<file path="src/rtl/timer16_pkg.sv">
// Package for the 16-bit waveform timer: register map, fields, mode codes.
// Assumes a 32-bit AXI4-Lite slave with one register per aligned word.
package timer16_pkg;
  localparam logic [7:0] OFF_OUTPUT_MODE = 8'h80;
  localparam logic [7:0] OFF_CLOCK_MODE = 8'h84;
  localparam logic [7:0] OFF_PIN_ENABLE = 8'h88;
  localparam logic [7:0] OFF_COUNTER = 8'h8C;
  localparam logic [7:0] OFF_COMPARE_A = 8'h90;
  localparam logic [7:0] OFF_COMPARE_B = 8'h94;
  localparam logic [7:0] OFF_CAPTURE = 8'h98;
  localparam logic [7:0] OFF_FLAGS = 8'h9C;
  localparam logic [7:0] OFF_PORT_CTRL = 8'hA0;
  localparam int CHAN_A_MODE_LSB = 6;
  localparam int CHAN_B_MODE_LSB = 4;
  localparam int MODE_LO_LSB = 0;
  localparam int MODE_HI_LSB = 3;
  localparam logic [7:0] OUTPUT_MODE_WMASK = 8'hF3;
  localparam logic [7:0] CLOCK_MODE_WMASK = 8'h18;
  localparam logic [7:0] REG_RESET = 8'h00;
  localparam logic [15:0] CNT_RESET = 16'h0000;
  localparam logic [15:0] TOP_MAX = 16'hFFFF;
  localparam logic [15:0] TOP_8BIT = 16'h00FF;
  localparam logic [15:0] TOP_9BIT = 16'h01FF;
  localparam logic [15:0] TOP_10BIT = 16'h03FF;
  localparam logic [15:0] BOTTOM = 16'h0000;
  localparam logic [1:0] RESP_OKAY = 2'h0;
  localparam logic [1:0] RESP_SLVERR = 2'h2;
  localparam int FLAG_OVF = 0;
  localparam int FLAG_CMP_A = 1;
  localparam int FLAG_CMP_B = 2;
  localparam logic [1:0] COM_OFF = 2'h0;
  localparam logic [1:0] COM_TOGGLE = 2'h1;
  localparam logic [1:0] COM_CLEAR = 2'h2;
  localparam logic [1:0] COM_SET = 2'h3;

  typedef enum logic [1:0] {
    KIND_NONPWM = 2'b00,
    KIND_FAST = 2'b01,
    KIND_PHASE = 2'b10,
    KIND_PFC = 2'b11
  } mode_kind_t;
endpackage : timer16_pkg

</file>
<file path="src/rtl/timer16_mode_decode.sv">
// Decodes the four-bit waveform mode into counting kind, TOP and a reserved-mode flag.
// Pure combinational; the caller supplies the active compare and capture.
module timer16_mode_decode (
  // Mode and TOP sources
  input wire logic [3:0] waveform_mode_sel,
  input wire logic [15:0] compare_value_a,
  input wire logic [15:0] capture_value,
  // Decoded
  output timer16_pkg::mode_kind_t kind,
  output logic [15:0] top,
  output logic reserved_mode
);
  always_comb begin
    kind = timer16_pkg::KIND_NONPWM;
    top = timer16_pkg::TOP_MAX;
    reserved_mode = 1'b0;
    case (waveform_mode_sel)
      4'h0: top = timer16_pkg::TOP_MAX;
      4'h1: begin
        kind = timer16_pkg::KIND_PHASE;
        top = timer16_pkg::TOP_8BIT;
      end
      4'h2: begin
        kind = timer16_pkg::KIND_PHASE;
        top = timer16_pkg::TOP_9BIT;
      end
      4'h3: begin
        kind = timer16_pkg::KIND_PHASE;
        top = timer16_pkg::TOP_10BIT;
      end
      4'h4: top = compare_value_a;
      4'h5: begin
        kind = timer16_pkg::KIND_FAST;
        top = timer16_pkg::TOP_8BIT;
      end
      4'h6: begin
        kind = timer16_pkg::KIND_FAST;
        top = timer16_pkg::TOP_9BIT;
      end
      4'h7: begin
        kind = timer16_pkg::KIND_FAST;
        top = timer16_pkg::TOP_10BIT;
      end
      4'h8: begin
        kind = timer16_pkg::KIND_PFC;
        top = capture_value;
      end
      4'h9: begin
        kind = timer16_pkg::KIND_PFC;
        top = compare_value_a;
      end
      4'hA: begin
        kind = timer16_pkg::KIND_PHASE;
        top = capture_value;
      end
      4'hB: begin
        kind = timer16_pkg::KIND_PHASE;
        top = compare_value_a;
      end
      4'hC: top = capture_value;
      4'hD: reserved_mode = 1'b1;
      4'hE: begin
        kind = timer16_pkg::KIND_FAST;
        top = capture_value;
      end
      4'hF: begin
        kind = timer16_pkg::KIND_FAST;
        top = compare_value_a;
      end
      default: top = timer16_pkg::TOP_MAX;
    endcase
  end
endmodule : timer16_mode_decode

</file>
<file path="src/rtl/timer16_waveform.sv">
// 16-bit timer/counter with waveform modes and two compare output channels.
// Assumes an AXI4-Lite master on aclk and a timer tick enable from outside.
// Operation
// - Fully synchronous on aclk; the timer tick is a clock enable only.
// - Four-bit mode: low bits in output mode control, high in clock mode.
// - Mode 0 counts to 0xFFFF, immediate compare load, overflow at MAX.
// - Modes 4 and 12 use compare A or capture as TOP, immediate load.
// - Phase correct: fixed or register TOP, load at TOP, overflow at BOTTOM.
// - Fast PWM: fixed or register TOP, load at TOP, overflow at TOP.
// - Modes 8 and 9: capture or compare A TOP, load and overflow at BOTTOM.
// - Connected nonzero channel output mode replaces the port function on its enabled pins.
// - Pin driver enabled whenever the direction bit is set, with or without pin enable.
// - Pin enable 0 or output mode 00 leaves the pin a normal port.
// - Non-PWM: settings 01, 10, 11 toggle, clear, set on match.
// - PWM setting 01: B disconnected; A disconnected unless mode bit 3, then A toggles.
// - Fast PWM: 10 clears on match, sets at TOP; 11 the reverse.
// - Fast PWM: match at TOP ignored by 10 and 11, whatever the upper mode bit; the 01 toggle on A still acts.
// - Dual slope: 10 clears on up match, sets on down match; 11 reverse.
// - Output mode control bits 3:2 read as zero and ignore writes.
// - Dual slope counts zero to TOP and back, reversing at each end.
// - Dual slope holds TOP for exactly one tick before counting down.
//
// Design decision made here: the AXI4-Lite interface to the registers.
module timer16_waveform (
  // Clock and reset
  input wire logic aclk,
  input wire logic aresetn,
  // Timer tick enable
  input wire logic timer_tick_enable,
  // AXI4-Lite write
  input wire logic [7:0] s_axi_awaddr,
  input wire logic s_axi_awvalid,
  output logic s_axi_awready,
  input wire logic [31:0] s_axi_wdata,
  input wire logic [3:0] s_axi_wstrb,
  input wire logic s_axi_wvalid,
  output logic s_axi_wready,
  output logic [1:0] s_axi_bresp,
  output logic s_axi_bvalid,
  input wire logic s_axi_bready,
  // AXI4-Lite read
  input wire logic [7:0] s_axi_araddr,
  input wire logic s_axi_arvalid,
  output logic s_axi_arready,
  output logic [31:0] s_axi_rdata,
  output logic [1:0] s_axi_rresp,
  output logic s_axi_rvalid,
  input wire logic s_axi_rready,
  // Compare pins, four per channel
  output logic [3:0] chan_a_pin_out,
  output logic [3:0] chan_a_pin_oe_n,
  output logic [3:0] chan_b_pin_out,
  output logic [3:0] chan_b_pin_oe_n
);
  logic [7:0] timer_output_mode_control, timer_clock_mode_control;
  logic [7:0] pin_enable_control, port_dir, port_data;
  logic [15:0] counter_value, capture_value;
  logic [15:0] compare_value_a, compare_value_b;
  logic [15:0] buffer_a, buffer_b;
  logic [2:0] flags;
  logic count_down, wave_a, wave_b;
  wire [3:0] waveform_mode_sel = {timer_clock_mode_control[4:3],
                                  timer_output_mode_control[1:0]};
  wire waveform_mode_bit3 = waveform_mode_sel[3];
  wire [1:0] chan_a_output_mode =
    timer_output_mode_control[timer16_pkg::CHAN_A_MODE_LSB +: 2];
  wire [1:0] chan_b_output_mode =
    timer_output_mode_control[timer16_pkg::CHAN_B_MODE_LSB +: 2];
  timer16_pkg::mode_kind_t kind;
  logic [15:0] top;
  logic reserved_mode;
  timer16_mode_decode u_decode (
    .waveform_mode_sel(waveform_mode_sel),
    .compare_value_a(compare_value_a),
    .capture_value(capture_value),
    .kind(kind),
    .top(top),
    .reserved_mode(reserved_mode)
  );
  wire non_pwm = (kind == timer16_pkg::KIND_NONPWM);
  wire fast = (kind == timer16_pkg::KIND_FAST);
  wire dual = (kind == timer16_pkg::KIND_PHASE) ||
              (kind == timer16_pkg::KIND_PFC);
  wire at_top = (counter_value == top);
  wire at_bottom = (counter_value == timer16_pkg::BOTTOM);
  wire at_max = (counter_value == timer16_pkg::TOP_MAX);
  wire tick = timer_tick_enable && !reserved_mode;
  wire match_a = tick && (counter_value == compare_value_a);
  wire match_b = tick && (counter_value == compare_value_b);
  // Dual slope turns round: up at bottom, down once TOP has been held a tick
  wire turn_down = dual && !count_down && at_top;
  wire turn_up = dual && count_down && at_bottom;
  wire [15:0] next_counter =
    (dual && count_down && !at_bottom) ? counter_value - 16'h0001 :
    (dual && at_top) ? counter_value - 16'h0001 :
    (!dual && at_top) ? timer16_pkg::CNT_RESET :
    counter_value + 16'h0001;
  // Buffered compare loading point per mode family
  wire load_now = non_pwm ? 1'b1 :
                  (kind == timer16_pkg::KIND_PFC) ? (tick && at_bottom) :
                  (tick && at_top);
  wire ovf_event = tick && (non_pwm ? at_max : fast ? at_top :
                   (at_bottom && count_down));
  // AXI4-Lite slave
  logic aw_held, w_held;
  logic [7:0] aw_addr;
  logic [31:0] w_data;
  logic [3:0] w_strb;
  wire wr_fire = aw_held && w_held && !s_axi_bvalid;
  wire wr_lane0 = wr_fire && w_strb[0];
  wire wr_known = (aw_addr <= timer16_pkg::OFF_PORT_CTRL) &&
                  (aw_addr >= timer16_pkg::OFF_OUTPUT_MODE) &&
                  (aw_addr[1:0] == 2'b00);
  wire rd_known = (s_axi_araddr <= timer16_pkg::OFF_PORT_CTRL) &&
                  (s_axi_araddr >= timer16_pkg::OFF_OUTPUT_MODE) &&
                  (s_axi_araddr[1:0] == 2'b00);
  wire wr_ctl_a = wr_lane0 && aw_addr == timer16_pkg::OFF_OUTPUT_MODE;
  wire wr_ctl_b = wr_lane0 && aw_addr == timer16_pkg::OFF_CLOCK_MODE;
  wire wr_pin_en = wr_lane0 && aw_addr == timer16_pkg::OFF_PIN_ENABLE;
  wire wr_cnt = wr_fire && aw_addr == timer16_pkg::OFF_COUNTER;
  wire wr_cmp_a = wr_fire && aw_addr == timer16_pkg::OFF_COMPARE_A;
  wire wr_cmp_b = wr_fire && aw_addr == timer16_pkg::OFF_COMPARE_B;
  wire wr_cap = wr_fire && aw_addr == timer16_pkg::OFF_CAPTURE;
  wire wr_flags = wr_lane0 && aw_addr == timer16_pkg::OFF_FLAGS;
  wire wr_port = wr_fire && aw_addr == timer16_pkg::OFF_PORT_CTRL;
  wire [15:0] wr_half = {w_strb[1] ? w_data[15:8] : 8'h00,
                         w_strb[0] ? w_data[7:0] : 8'h00};
  wire [15:0] cnt_wdata = {w_strb[1] ? w_data[15:8] : counter_value[15:8],
                           w_strb[0] ? w_data[7:0] : counter_value[7:0]};
  logic [31:0] rd_word;
  always_comb begin
    case (s_axi_araddr)
      timer16_pkg::OFF_OUTPUT_MODE:
        rd_word = {24'h000000, timer_output_mode_control};
      timer16_pkg::OFF_CLOCK_MODE:
        rd_word = {24'h000000, timer_clock_mode_control};
      timer16_pkg::OFF_PIN_ENABLE: rd_word = {24'h000000, pin_enable_control};
      timer16_pkg::OFF_COUNTER: rd_word = {16'h0000, counter_value};
      timer16_pkg::OFF_COMPARE_A: rd_word = {16'h0000, buffer_a};
      timer16_pkg::OFF_COMPARE_B: rd_word = {16'h0000, buffer_b};
      timer16_pkg::OFF_CAPTURE: rd_word = {16'h0000, capture_value};
      timer16_pkg::OFF_FLAGS: rd_word = {29'h0000000, flags};
      timer16_pkg::OFF_PORT_CTRL: rd_word = {16'h0000, port_dir, port_data};
      default: rd_word = 32'h00000000;
    endcase
  end
  always_ff @(posedge aclk) begin
    if (!aresetn) begin
      aw_held <= 1'b0;
      w_held <= 1'b0;
      aw_addr <= 8'h00;
      w_data <= 32'h00000000;
      w_strb <= 4'h0;
      s_axi_bvalid <= 1'b0;
      s_axi_bresp <= timer16_pkg::RESP_OKAY;
    end else begin
      if (s_axi_awvalid && s_axi_awready) begin
        aw_held <= 1'b1;
        aw_addr <= s_axi_awaddr;
      end
      if (s_axi_wvalid && s_axi_wready) begin
        w_held <= 1'b1;
        w_data <= s_axi_wdata;
        w_strb <= s_axi_wstrb;
      end
      if (wr_fire) begin
        aw_held <= 1'b0;
        w_held <= 1'b0;
        s_axi_bvalid <= 1'b1;
        s_axi_bresp <= wr_known ? timer16_pkg::RESP_OKAY :
                       timer16_pkg::RESP_SLVERR;
      end else if (s_axi_bready) begin
        s_axi_bvalid <= 1'b0;
      end
    end
  end
  // Ready registered so each address or data beat is held only one cycle
  always_ff @(posedge aclk) begin
    if (!aresetn) begin
      s_axi_awready <= 1'b0;
      s_axi_wready <= 1'b0;
      s_axi_arready <= 1'b0;
      s_axi_rvalid <= 1'b0;
      s_axi_rdata <= 32'h00000000;
      s_axi_rresp <= timer16_pkg::RESP_OKAY;
    end else begin
      s_axi_awready <= !aw_held && !(s_axi_awvalid && s_axi_awready) &&
                       !s_axi_bvalid;
      s_axi_wready <= !w_held && !(s_axi_wvalid && s_axi_wready) &&
                      !s_axi_bvalid;
      s_axi_arready <= !s_axi_rvalid && !(s_axi_arvalid && s_axi_arready);
      if (s_axi_arvalid && s_axi_arready) begin
        s_axi_rvalid <= 1'b1;
        s_axi_rdata <= rd_word;
        s_axi_rresp <= rd_known ? timer16_pkg::RESP_OKAY :
                       timer16_pkg::RESP_SLVERR;
      end else if (s_axi_rready) begin
        s_axi_rvalid <= 1'b0;
      end
    end
  end
  // Control registers
  always_ff @(posedge aclk) begin
    if (!aresetn) begin
      timer_output_mode_control <= timer16_pkg::REG_RESET;
      timer_clock_mode_control <= timer16_pkg::REG_RESET;
      pin_enable_control <= timer16_pkg::REG_RESET;
      capture_value <= timer16_pkg::CNT_RESET;
      port_dir <= timer16_pkg::REG_RESET;
      port_data <= timer16_pkg::REG_RESET;
    end else begin
      if (wr_ctl_a)
        timer_output_mode_control <= w_data[7:0] &
                                     timer16_pkg::OUTPUT_MODE_WMASK;
      if (wr_ctl_b)
        timer_clock_mode_control <= w_data[7:0] &
                                    timer16_pkg::CLOCK_MODE_WMASK;
      if (wr_pin_en)
        pin_enable_control <= w_data[7:0];
      if (wr_cap)
        capture_value <= wr_half;
      if (wr_port && w_strb[0])
        port_data <= w_data[7:0];
      if (wr_port && w_strb[1])
        port_dir <= w_data[15:8];
    end
  end
  // Compare buffers and active compare values
  always_ff @(posedge aclk) begin
    if (!aresetn) begin
      buffer_a <= timer16_pkg::CNT_RESET;
      buffer_b <= timer16_pkg::CNT_RESET;
      compare_value_a <= timer16_pkg::CNT_RESET;
      compare_value_b <= timer16_pkg::CNT_RESET;
    end else begin
      if (wr_cmp_a)
        buffer_a <= wr_half;
      if (wr_cmp_b)
        buffer_b <= wr_half;
      if (load_now) begin
        compare_value_a <= wr_cmp_a ? wr_half : buffer_a;
        compare_value_b <= wr_cmp_b ? wr_half : buffer_b;
      end
    end
  end
  // Counter; a software write wins over a tick
  always_ff @(posedge aclk) begin
    if (!aresetn) begin
      counter_value <= timer16_pkg::CNT_RESET;
      count_down <= 1'b0;
    end else if (wr_cnt) begin
      counter_value <= cnt_wdata;
    end else if (tick) begin
      counter_value <= next_counter;
      if (!dual)
        count_down <= 1'b0;
      else if (turn_down)
        count_down <= 1'b1;
      else if (turn_up)
        count_down <= 1'b0;
    end
  end
  // Flags: write one to clear, a set in the same cycle wins
  wire [2:0] flag_set = {match_b, match_a, ovf_event};
  wire [2:0] flag_clr = wr_flags ? w_data[2:0] : 3'b000;
  always_ff @(posedge aclk) begin
    if (!aresetn)
      flags <= 3'b000;
    else
      flags <= (flags & ~flag_clr) | flag_set;
  end
  // Waveform generators for each channel
  function automatic logic wave_next(input logic cur, input logic [1:0] com,
                                     input logic match, input logic is_a,
                                     input logic at_cmp_top);
    logic v;
    v = cur;
    if (non_pwm) begin
      if (match)
        v = (com == timer16_pkg::COM_TOGGLE) ? !cur :
            (com == timer16_pkg::COM_CLEAR) ? 1'b0 :
            (com == timer16_pkg::COM_SET) ? 1'b1 : cur;
    end else if (com == timer16_pkg::COM_TOGGLE) begin
      if (match && is_a && waveform_mode_bit3)
        v = !cur;
    end else if (com[1] && fast) begin
      if (tick && at_top)
        v = !com[0];
      else if (match && !at_cmp_top)
        v = com[0];
    end else if (com[1] && dual && match) begin
      v = count_down ? !com[0] : com[0];
    end
    return v;
  endfunction
  always_ff @(posedge aclk) begin
    if (!aresetn) begin
      wave_a <= 1'b0;
      wave_b <= 1'b0;
    end else begin
      wave_a <= wave_next(wave_a, chan_a_output_mode, match_a, 1'b1,
                          compare_value_a == top);
      wave_b <= wave_next(wave_b, chan_b_output_mode, match_b, 1'b0,
                          compare_value_b == top);
    end
  end
  // Channel B in PWM mode with setting 01 is reserved; it stays disconnected
  wire conn_a = (chan_a_output_mode != timer16_pkg::COM_OFF) &&
                (non_pwm || chan_a_output_mode != timer16_pkg::COM_TOGGLE ||
                 waveform_mode_bit3);
  wire conn_b = (chan_b_output_mode != timer16_pkg::COM_OFF) &&
                (non_pwm || chan_b_output_mode != timer16_pkg::COM_TOGGLE);
  genvar i;
  generate
    for (i = 0; i < 4; i++) begin : g_pin
      wire use_a = conn_a && pin_enable_control[i];
      wire use_b = conn_b && pin_enable_control[i + 4];
      always_ff @(posedge aclk) begin
        if (!aresetn) begin
          chan_a_pin_out[i] <= 1'b0;
          chan_a_pin_oe_n[i] <= 1'b1;
          chan_b_pin_out[i] <= 1'b0;
          chan_b_pin_oe_n[i] <= 1'b1;
        end else begin
          chan_a_pin_out[i] <= use_a ? wave_a : port_data[i];
          chan_a_pin_oe_n[i] <= !(port_dir[i] &&
                                  (pin_enable_control[i] || !use_a));
          chan_b_pin_out[i] <= use_b ? wave_b : port_data[i + 4];
          chan_b_pin_oe_n[i] <= !(port_dir[i + 4] &&
                                  (pin_enable_control[i + 4] || !use_b));
        end
      end
    end
  endgenerate
endmodule : timer16_waveform

</file>
<file path="config.mk">
export PLATFORM = sky130hd
export DESIGN_NAME = timer16_waveform
export DESIGN_NICKNAME = d
export VERILOG_FILES = /design/src/rtl/timer16_pkg.sv /design/src/rtl/timer16_mode_decode.sv /design/src/rtl/timer16_waveform.sv
export SDC_FILE = /design/constraint.sdc
export NUM_CORES = 1
export LEC_CHECK = 0
export ABC_AREA = 1
export BUFFER_PORTS_ARGS = -buffer_cell sky130_fd_sc_hd__buf_2
export CAP_MARGIN = 15
export CORE_ASPECT_RATIO = 1.1
export CORE_MARGIN = 2
export CORE_UTILIZATION = 59
export DETAILED_ROUTE_END_ITERATION = 10
export PLACE_DENSITY_LB_ADDON = 0.25
export SYNTH_ARGS = -nofsm -noshare
export SYNTH_HDL_FRONTEND = slang
export SYNTH_SLANG_ARGS = --single-unit
</file>
<file path="constraint.sdc">
create_clock -name aclk -period 2.36 [get_ports aclk]
set_input_delay 0.472 -clock aclk [delete_from_list [all_inputs] [get_ports aclk]]
set_output_delay 0.472 -clock aclk [all_outputs]
set_load 0.1 [all_outputs]
</file>
After elaboration in Yosys (flattened, before gate mapping)
Index checks and enable logic that the tools add are counted.
{"block": "classes", "add_sub_neg": 2, "n_mul": 0, "div": 0, "magnitude_cmp": 4, "eq_ne": 61, "shift": 0, "mux": 60, "n_bitwise": 5, "reduce_logical": 137}
{"cell": "8-bit equality test, second input constant", "n": 18}
{"cell": "16-bit case mux with 9 select lines", "n": 1}
{"cell": "16-bit 2-to-1 mux", "n": 7}
{"cell": "16-bit equality test", "n": 5}
{"cell": "16-bit case mux with 5 select lines", "n": 1}
{"cell": "1-bit logical AND", "n": 67}
{"cell": "1-bit 2-to-1 mux", "n": 43}
{"cell": "1-bit logical NOT", "n": 33}
{"cell": "4-bit equality test, second input constant", "n": 8}
{"cell": "8-bit 2-to-1 mux", "n": 4}
{"cell": "16-bit by 1-bit adder with 16-bit output, second input constant", "n": 1}
{"cell": "16-bit equality test, second input constant", "n": 1}
{"cell": "4-bit by 3-bit equality test with 1-bit output, second input constant", "n": 4}
{"cell": "8-bit greater-or-equal comparator, second input constant", "n": 2}
{"cell": "8-bit <= comparator, second input constant", "n": 2}
{"cell": "16-bit logical NOT", "n": 1}
{"cell": "16-bit by 1-bit subtractor with 16-bit output, second input constant", "n": 1}
{"cell": "2-bit equality test, second input constant", "n": 6}
{"cell": "1-bit logical OR", "n": 12}
{"cell": "5-bit AND reduction", "n": 2}
{"cell": "2-bit nonzero test", "n": 5}
{"cell": "2-bit OR reduction", "n": 5}
{"cell": "5-bit OR reduction", "n": 2}
{"cell": "4-bit by 2-bit equality test with 1-bit output, second input constant", "n": 2}
{"cell": "22 further kinds", "n": 36}
{"block": "totals", "reg_bits": 219, "latch_bits": 0, "ramBits": 0, "rom_bits": 0, "inputBits": 60, "output_inout_bits": 57, "wordCells": 314, "memories": 0}

Logic depth before layout (Yosys ltp)
{"block": "logic_depth", "word_depth": 12, "mapped_depth": 20, "ltp_nobuf": 18}

Hierarchy
From an unflattened synthesis, not the netlist that was laid out.
{"block": "unflattened", "hier_cells": 1643, "area_unflattened_um2": 10966.8}
{"module": "timer16_waveform", "instances": 1, "cells_per_inst": 1564, "area_per_inst_um2": 10530.1, "seq_area_each_um2": 4023.9}
{"module": "timer16_mode_decode", "instances": 1, "cells_per_inst": 79, "area_per_inst_um2": 436.7, "seq_area_each_um2": 0.0}

Least setup slack after synthesis
Ideal clock, no wire load.
{"block": "synth_timing", "path_type": "flip-flop to flip-flop", "start": "register s_axi_bvalid", "end": "register counter_value[4]", "setup_ps": 120, "arrival_ps": 2179, "t_required_ps": 2240, "path_slack_ps": 61, "stages_incl_launch_ff": 9, "n_path_buf": 0, "synth_period_minus_slack_ps": 2299, "path_cell_list": "dfxtp_1 nor2_1 inv_1 nor3_2 nand2_1 nand2_1 inv_1 a21oi_1 a21oi_1"}
{"block": "synth_via", "elab_chain_len": 5, "elab_cells_between_ends": 7, "classes_between": "eq/ne: 1; mux: 1; reduce/logical: 5"}
{"item": "from (decl)", "line": "timer16_waveform.sv:39", "source": "output logic s_axi_bvalid,"}
{"item": "from (signal assigned)", "line": "timer16_waveform.sv:154", "source": "s_axi_bvalid <= 1'b0;"}
{"item": "from (signal assigned)", "line": "timer16_waveform.sv:169", "source": "s_axi_bvalid <= 1'b1;"}
{"item": "from (signal assigned)", "line": "timer16_waveform.sv:173", "source": "s_axi_bvalid <= 1'b0;"}
{"item": "1-bit logical NOT *", "line": "timer16_waveform.sv:109", "source": "wire wr_fire = aw_held && w_held && !s_axi_bvalid;"}
{"item": "1-bit logical AND *", "line": "timer16_waveform.sv:109"}
{"item": "1-bit logical AND *", "line": "timer16_waveform.sv:120", "source": "wire wr_cnt = wr_fire && aw_addr == timer16_pkg::OFF_COUNTER;"}
{"item": "2-bit != test (no line) or 2-bit nonzero test (tied branches)"}
{"item": "2-bit AND reduction (no line)"}
{"item": "to (signal assigned)", "line": "timer16_waveform.sv:249", "source": "counter_value <= timer16_pkg::CNT_RESET;"}
{"item": "to (signal assigned)", "line": "timer16_waveform.sv:252", "source": "counter_value <= cnt_wdata;"}
{"item": "to (signal assigned)", "line": "timer16_waveform.sv:254", "source": "counter_value <= next_counter;"}
{"item": "to (decl)", "line": "timer16_waveform.sv:57", "source": "logic [15:0] counter_value, capture_value;"}
Every way passes the cells marked *; elsewhere a longest branch is shown, timed or not.
A chain may end at the register's enable or synchronous reset.

Worst setup path after layout
{"block": "layout_timing", "start": "register timer_output_mode_control[0]", "end": "register compare_value_a[7]"}
{"block": "layout_via", "elab_chain_len": 7, "elab_cells_between_ends": 35, "classes_between": "eq/ne: 17; mux: 5; reduce/logical: 13"}
{"item": "from (decl)", "line": "timer16_waveform.sv:55", "source": "logic [7:0] timer_output_mode_control, timer_clock_mode_control;"}
{"item": "from (signal assigned)", "line": "timer16_waveform.sv:205", "source": "timer_output_mode_control <= timer16_pkg::REG_RESET;"}
{"item": "from (signal assigned)", "line": "timer16_waveform.sv:213", "source": "timer_output_mode_control <= w_data[7:0] &"}
{"item": "4-bit by 3-bit equality test with 1-bit output (tied with other cells)", "line": "timer16_mode_decode.sv:17", "source": "case (waveform_mode_sel)"}
{"item": "4-bit OR reduction (no line) (tied with other cells)"}
{"item": "16-bit case mux with 5 select lines or 1-bit logical NOT (tied branches)", "line": "timer16_mode_decode.sv:17, timer16_waveform.sv:87"}
{"item": "16-bit equality test or 1-bit logical AND (tied branches)", "line": "timer16_waveform.sv:84, timer16_waveform.sv:87"}
{"item": "1-bit logical AND (on tied branches)", "line": "timer16_waveform.sv:101, timer16_waveform.sv:100"}
{"item": "1-bit 2-to-1 mux", "line": "timer16_waveform.sv:100", "source": "(kind == timer16_pkg::KIND_PFC) ? (tick && at_bottom) :"}
{"item": "1-bit 2-to-1 mux *", "line": "timer16_waveform.sv:99", "source": "wire load_now = non_pwm ? 1'b1 :"}
{"item": "to (signal assigned)", "line": "timer16_waveform.sv:233", "source": "compare_value_a <= timer16_pkg::CNT_RESET;"}
{"item": "to (signal assigned)", "line": "timer16_waveform.sv:241", "source": "compare_value_a <= wr_cmp_a ? wr_half : buffer_a;"}
{"item": "to (decl)", "line": "timer16_waveform.sv:58", "source": "logic [15:0] compare_value_a, compare_value_b;"}
Marked as above.

==> impl_metrics.tcl <==
set metrics [dict create \
    status "finished with violations" \
    violations "setup timing" \
    port_buffers 80 \
    drive_gt1_frac 0.223 \
    die_width_um 134 \
    reg2reg_to "compare_value_a[7]" \
    initial_utilization 0.596 \
    synth_top_area_frac 0.369 \
    die_h_um 147 \
    rows 52 \
    setup_viol 52 \
    clkTransAtPathRegs_ns 0.07 \
    end_kind "register" \
    hp-class "in -> reg" \
    period_minus_slack_ns 2.63 \
    drc 0 \
    dpl.hpwl_um 29300 \
    num_vias 12600 \
    pin_count 117 \
    vias_per_cell 6.00 \
    ys_top_cells_by_area "dfxtp_1 (37%), nand2_1 (13%), o21ai_0 (8.6%), nor2_1 (6.2%), inv_1 (5.7%)" \
    synth_edf_count 0 \
    first_global_vias 11600 \
    clk_path_buf_depth 3 \
    insertion_delay_ns 0.50 \
    timing.setup.tns_ns -9.43 \
    power.leakage_nw 5.89 \
    r2r-start "timer_output_mode_control[0]" \
    ys_seq_elements 201 \
    arrival_ns 3.04 \
    grt_max_degree 71 \
    root_buffer "clkbuf_16" \
    postPlaceCellArea_um2 12500 \
    synth_most_common_cell "nand2_1" \
    relSlewSlack 0.436 \
    stdcell_area_um2 14000 \
    peakVddDrop_uv 678 \
    grt_overflow 0 \
    dieArea_um2 19600 \
    grt_pass1_wl_um 62600 \
    gp_congestion 0.989 \
    ant_nets 0 \
    cts_buffers 21 \
    total_power_mw 7.81 \
    grt_usage 0.407 \
    synth-seq-area-share 0.369 \
    synthFlopType "dfxtp_1" \
    syn_area_per_cell_um2 6.61 \
    setup_slack_ns -0.269 \
    yosysWarnings 0 \
    p_per_area_nw_per_um2 559 \
    slew_violations 0 \
    yosys.area.top_type "dfxtp_1" \
    num-nets-final 1914 \
    dp_worst_setup_slack_ns -0.266 \
    areaGrowthSynthToFinish_pct 28.1 \
    routedWlPerCell_um 19.5 \
    finalClockSkew_ns 0.0111 \
    wl_um 41000 \
    worst_pin_slew_ns 0.825 \
    synth_common_cells "nand2_1 (377), dfxtp_1 (201), o21ai_0 (187)" \
    worstHoldStart "s_axi_bready" \
    cts.sinks 201 \
    hold_violations 0 \
    rsz0062_at_grt "true" \
    worstPathMaxFanout 6 \
    hold_path_end "s_axi_bvalid" \
    crit_required_ns 2.77 \
    critPathLaunchType "register" \
    postCtsHoldBufs 0 \
    maxCapViolations 0 \
    cts_tree "built" \
    r2r_slack_ns -0.27 \
    first_iter_violations 1760 \
    syn-cell-area_um2 10900 \
    whs_path_depth 4 \
    drt_first_pass_iters 7 \
    clock.fmax_mhz 380 \
    reg2reg_depth 20 \
    synth_cell_types 46 \
    coreArea_um2 18300 \
    finish.utilization 0.764 \
    htree_levels 1 \
    timing.final.crit_share 1.11 \
    syn_inst 1649 \
    antenna_found_initial 1 \
    critPathKind "reg -> reg" \
    n_antenna_cell 0 \
    async_flop_share 0 \
]
-- stage by stage --
stage / instances / hold slack [ns]
6_report: 2106 / 0.218
5_1_grt: 2106 / 0.238
4_1_cts: 2103 / 0.217
3_5_place_dp: 2044 / 0.395
3_3_place_gp: 2044 / 0.385
2_1_floorplan: 1666 / 0.373
-- where the power goes --
part	leakage (nW)	internal [mW]	switching (mW)	total (mW)
sequential	1.63	3.45	0.0783	3.53
combinational	3.92	0.260	0.630	0.890
clock	0.339	1.98	1.41	3.39
-- how the worst max path moves through the flow --
stage | end | start | slack, ns
global placement | counter_value[12] | timer_output_mode_control[1] | -0.25
floorplan | counter_value[4] | s_axi_bvalid | 0.06
detailed placement | counter_value[12] | timer_output_mode_control[1] | -0.27
finish | compare_value_a[7] | timer_output_mode_control[0] | -0.27
CTS | counter_value[12] | timer_output_mode_control[1] | -0.13
global route | compare_value_b[10] | timer_output_mode_control[0] | -0.33
-- final cells by class --
cell class                      instances  area, um2
Clock buffer                           26        584
Inverter                              173        653
Clock inverter                          9        110
Multi-Input combinational cell       1198       6200
Timing Repair inverter                  1       5.00
Tap cell                              243        304
Timing Repair Buffer                  255       2080
Sequential cell                       201       4040
Fill cell                            1412       4310
-- routing by layer --
layer  global-route usage  share of wire  vias to the layer above
li1                     -              -                     5835
met1                0.533           0.38                     5722
met2                0.655           0.45                      878
met3               0.0681           0.11                      194
met4                0.190          0.059                        0
met5                    0              0                        -
-- cells by family after synthesis --
group | Yosys count | synth area share
compound gates | 373 | 0.186
xor+xnor | 46 | 0.0369
fa+ha+maj | 3 | 0.00344
buf+inv | 268 | 0.103
flops | 201 | 0.369
mux | 1 | 0.000918
other cells | 1 | 0.000344
simple gates | 756 | 0.300
-- state kept, by name, indices dropped and copies added (netlist names), 16 cells and up --
name	flops
s_axi_rdata	16
capture_value	16
compare_value_b	16
buffer_a	16
compare_value_a	16
w_data	16
counter_value	16
buffer_b	16
-- critical path, cell delays in order (launching register included) --
cell,delay [ns]
dfxtp_4,0.36
nor2_4,0.11
buf_6,0.12
nand2_4,0.05
nand2_4,0.07
nand3_4,0.12
buf_12,0.17
buf_16,0.13
nand4_1,0.10
nand2_2,0.09
nor2_2,0.12
nand2_1,0.07
nor2_2,0.17
nand2_2,0.10
nand2_2,0.08
nand2_2,0.07
nand2_4,0.10
buf_12,0.15
buf_12,0.14
o21ai_1,0.07
a21oi_1,0.17
-- layout by cell type (no fill, tap or decap), types with 25 or more instances in the layout --
cell type | Yosys | layout
nand3_1 | 78 | 74
nand4_1 | 61 | 61
buf_4 | 20 | 145
nand2_1 | 377 | 354
inv_1 | 165 | 164
o21ai_2 | 0 | 25
xor2_1 | 36 | 36
a21oi_1 | 121 | 105
o21ai_0 | 187 | 155
nor2_1 | 179 | 165
buf_2 | 10 | 79
dfxtp_1 | 201 | 196
nor3_1 | 27 | 25
-- what timing repair did --
item                                    4_1_cts  5_1_grt
endpoints found under the setup margin       51       52
gates cloned                                  8        2
pin swaps                                    31       25
buffers inserted                             16        4
resized for setup                            74       86
Note: power is estimated with default switching activity, not from simulation.
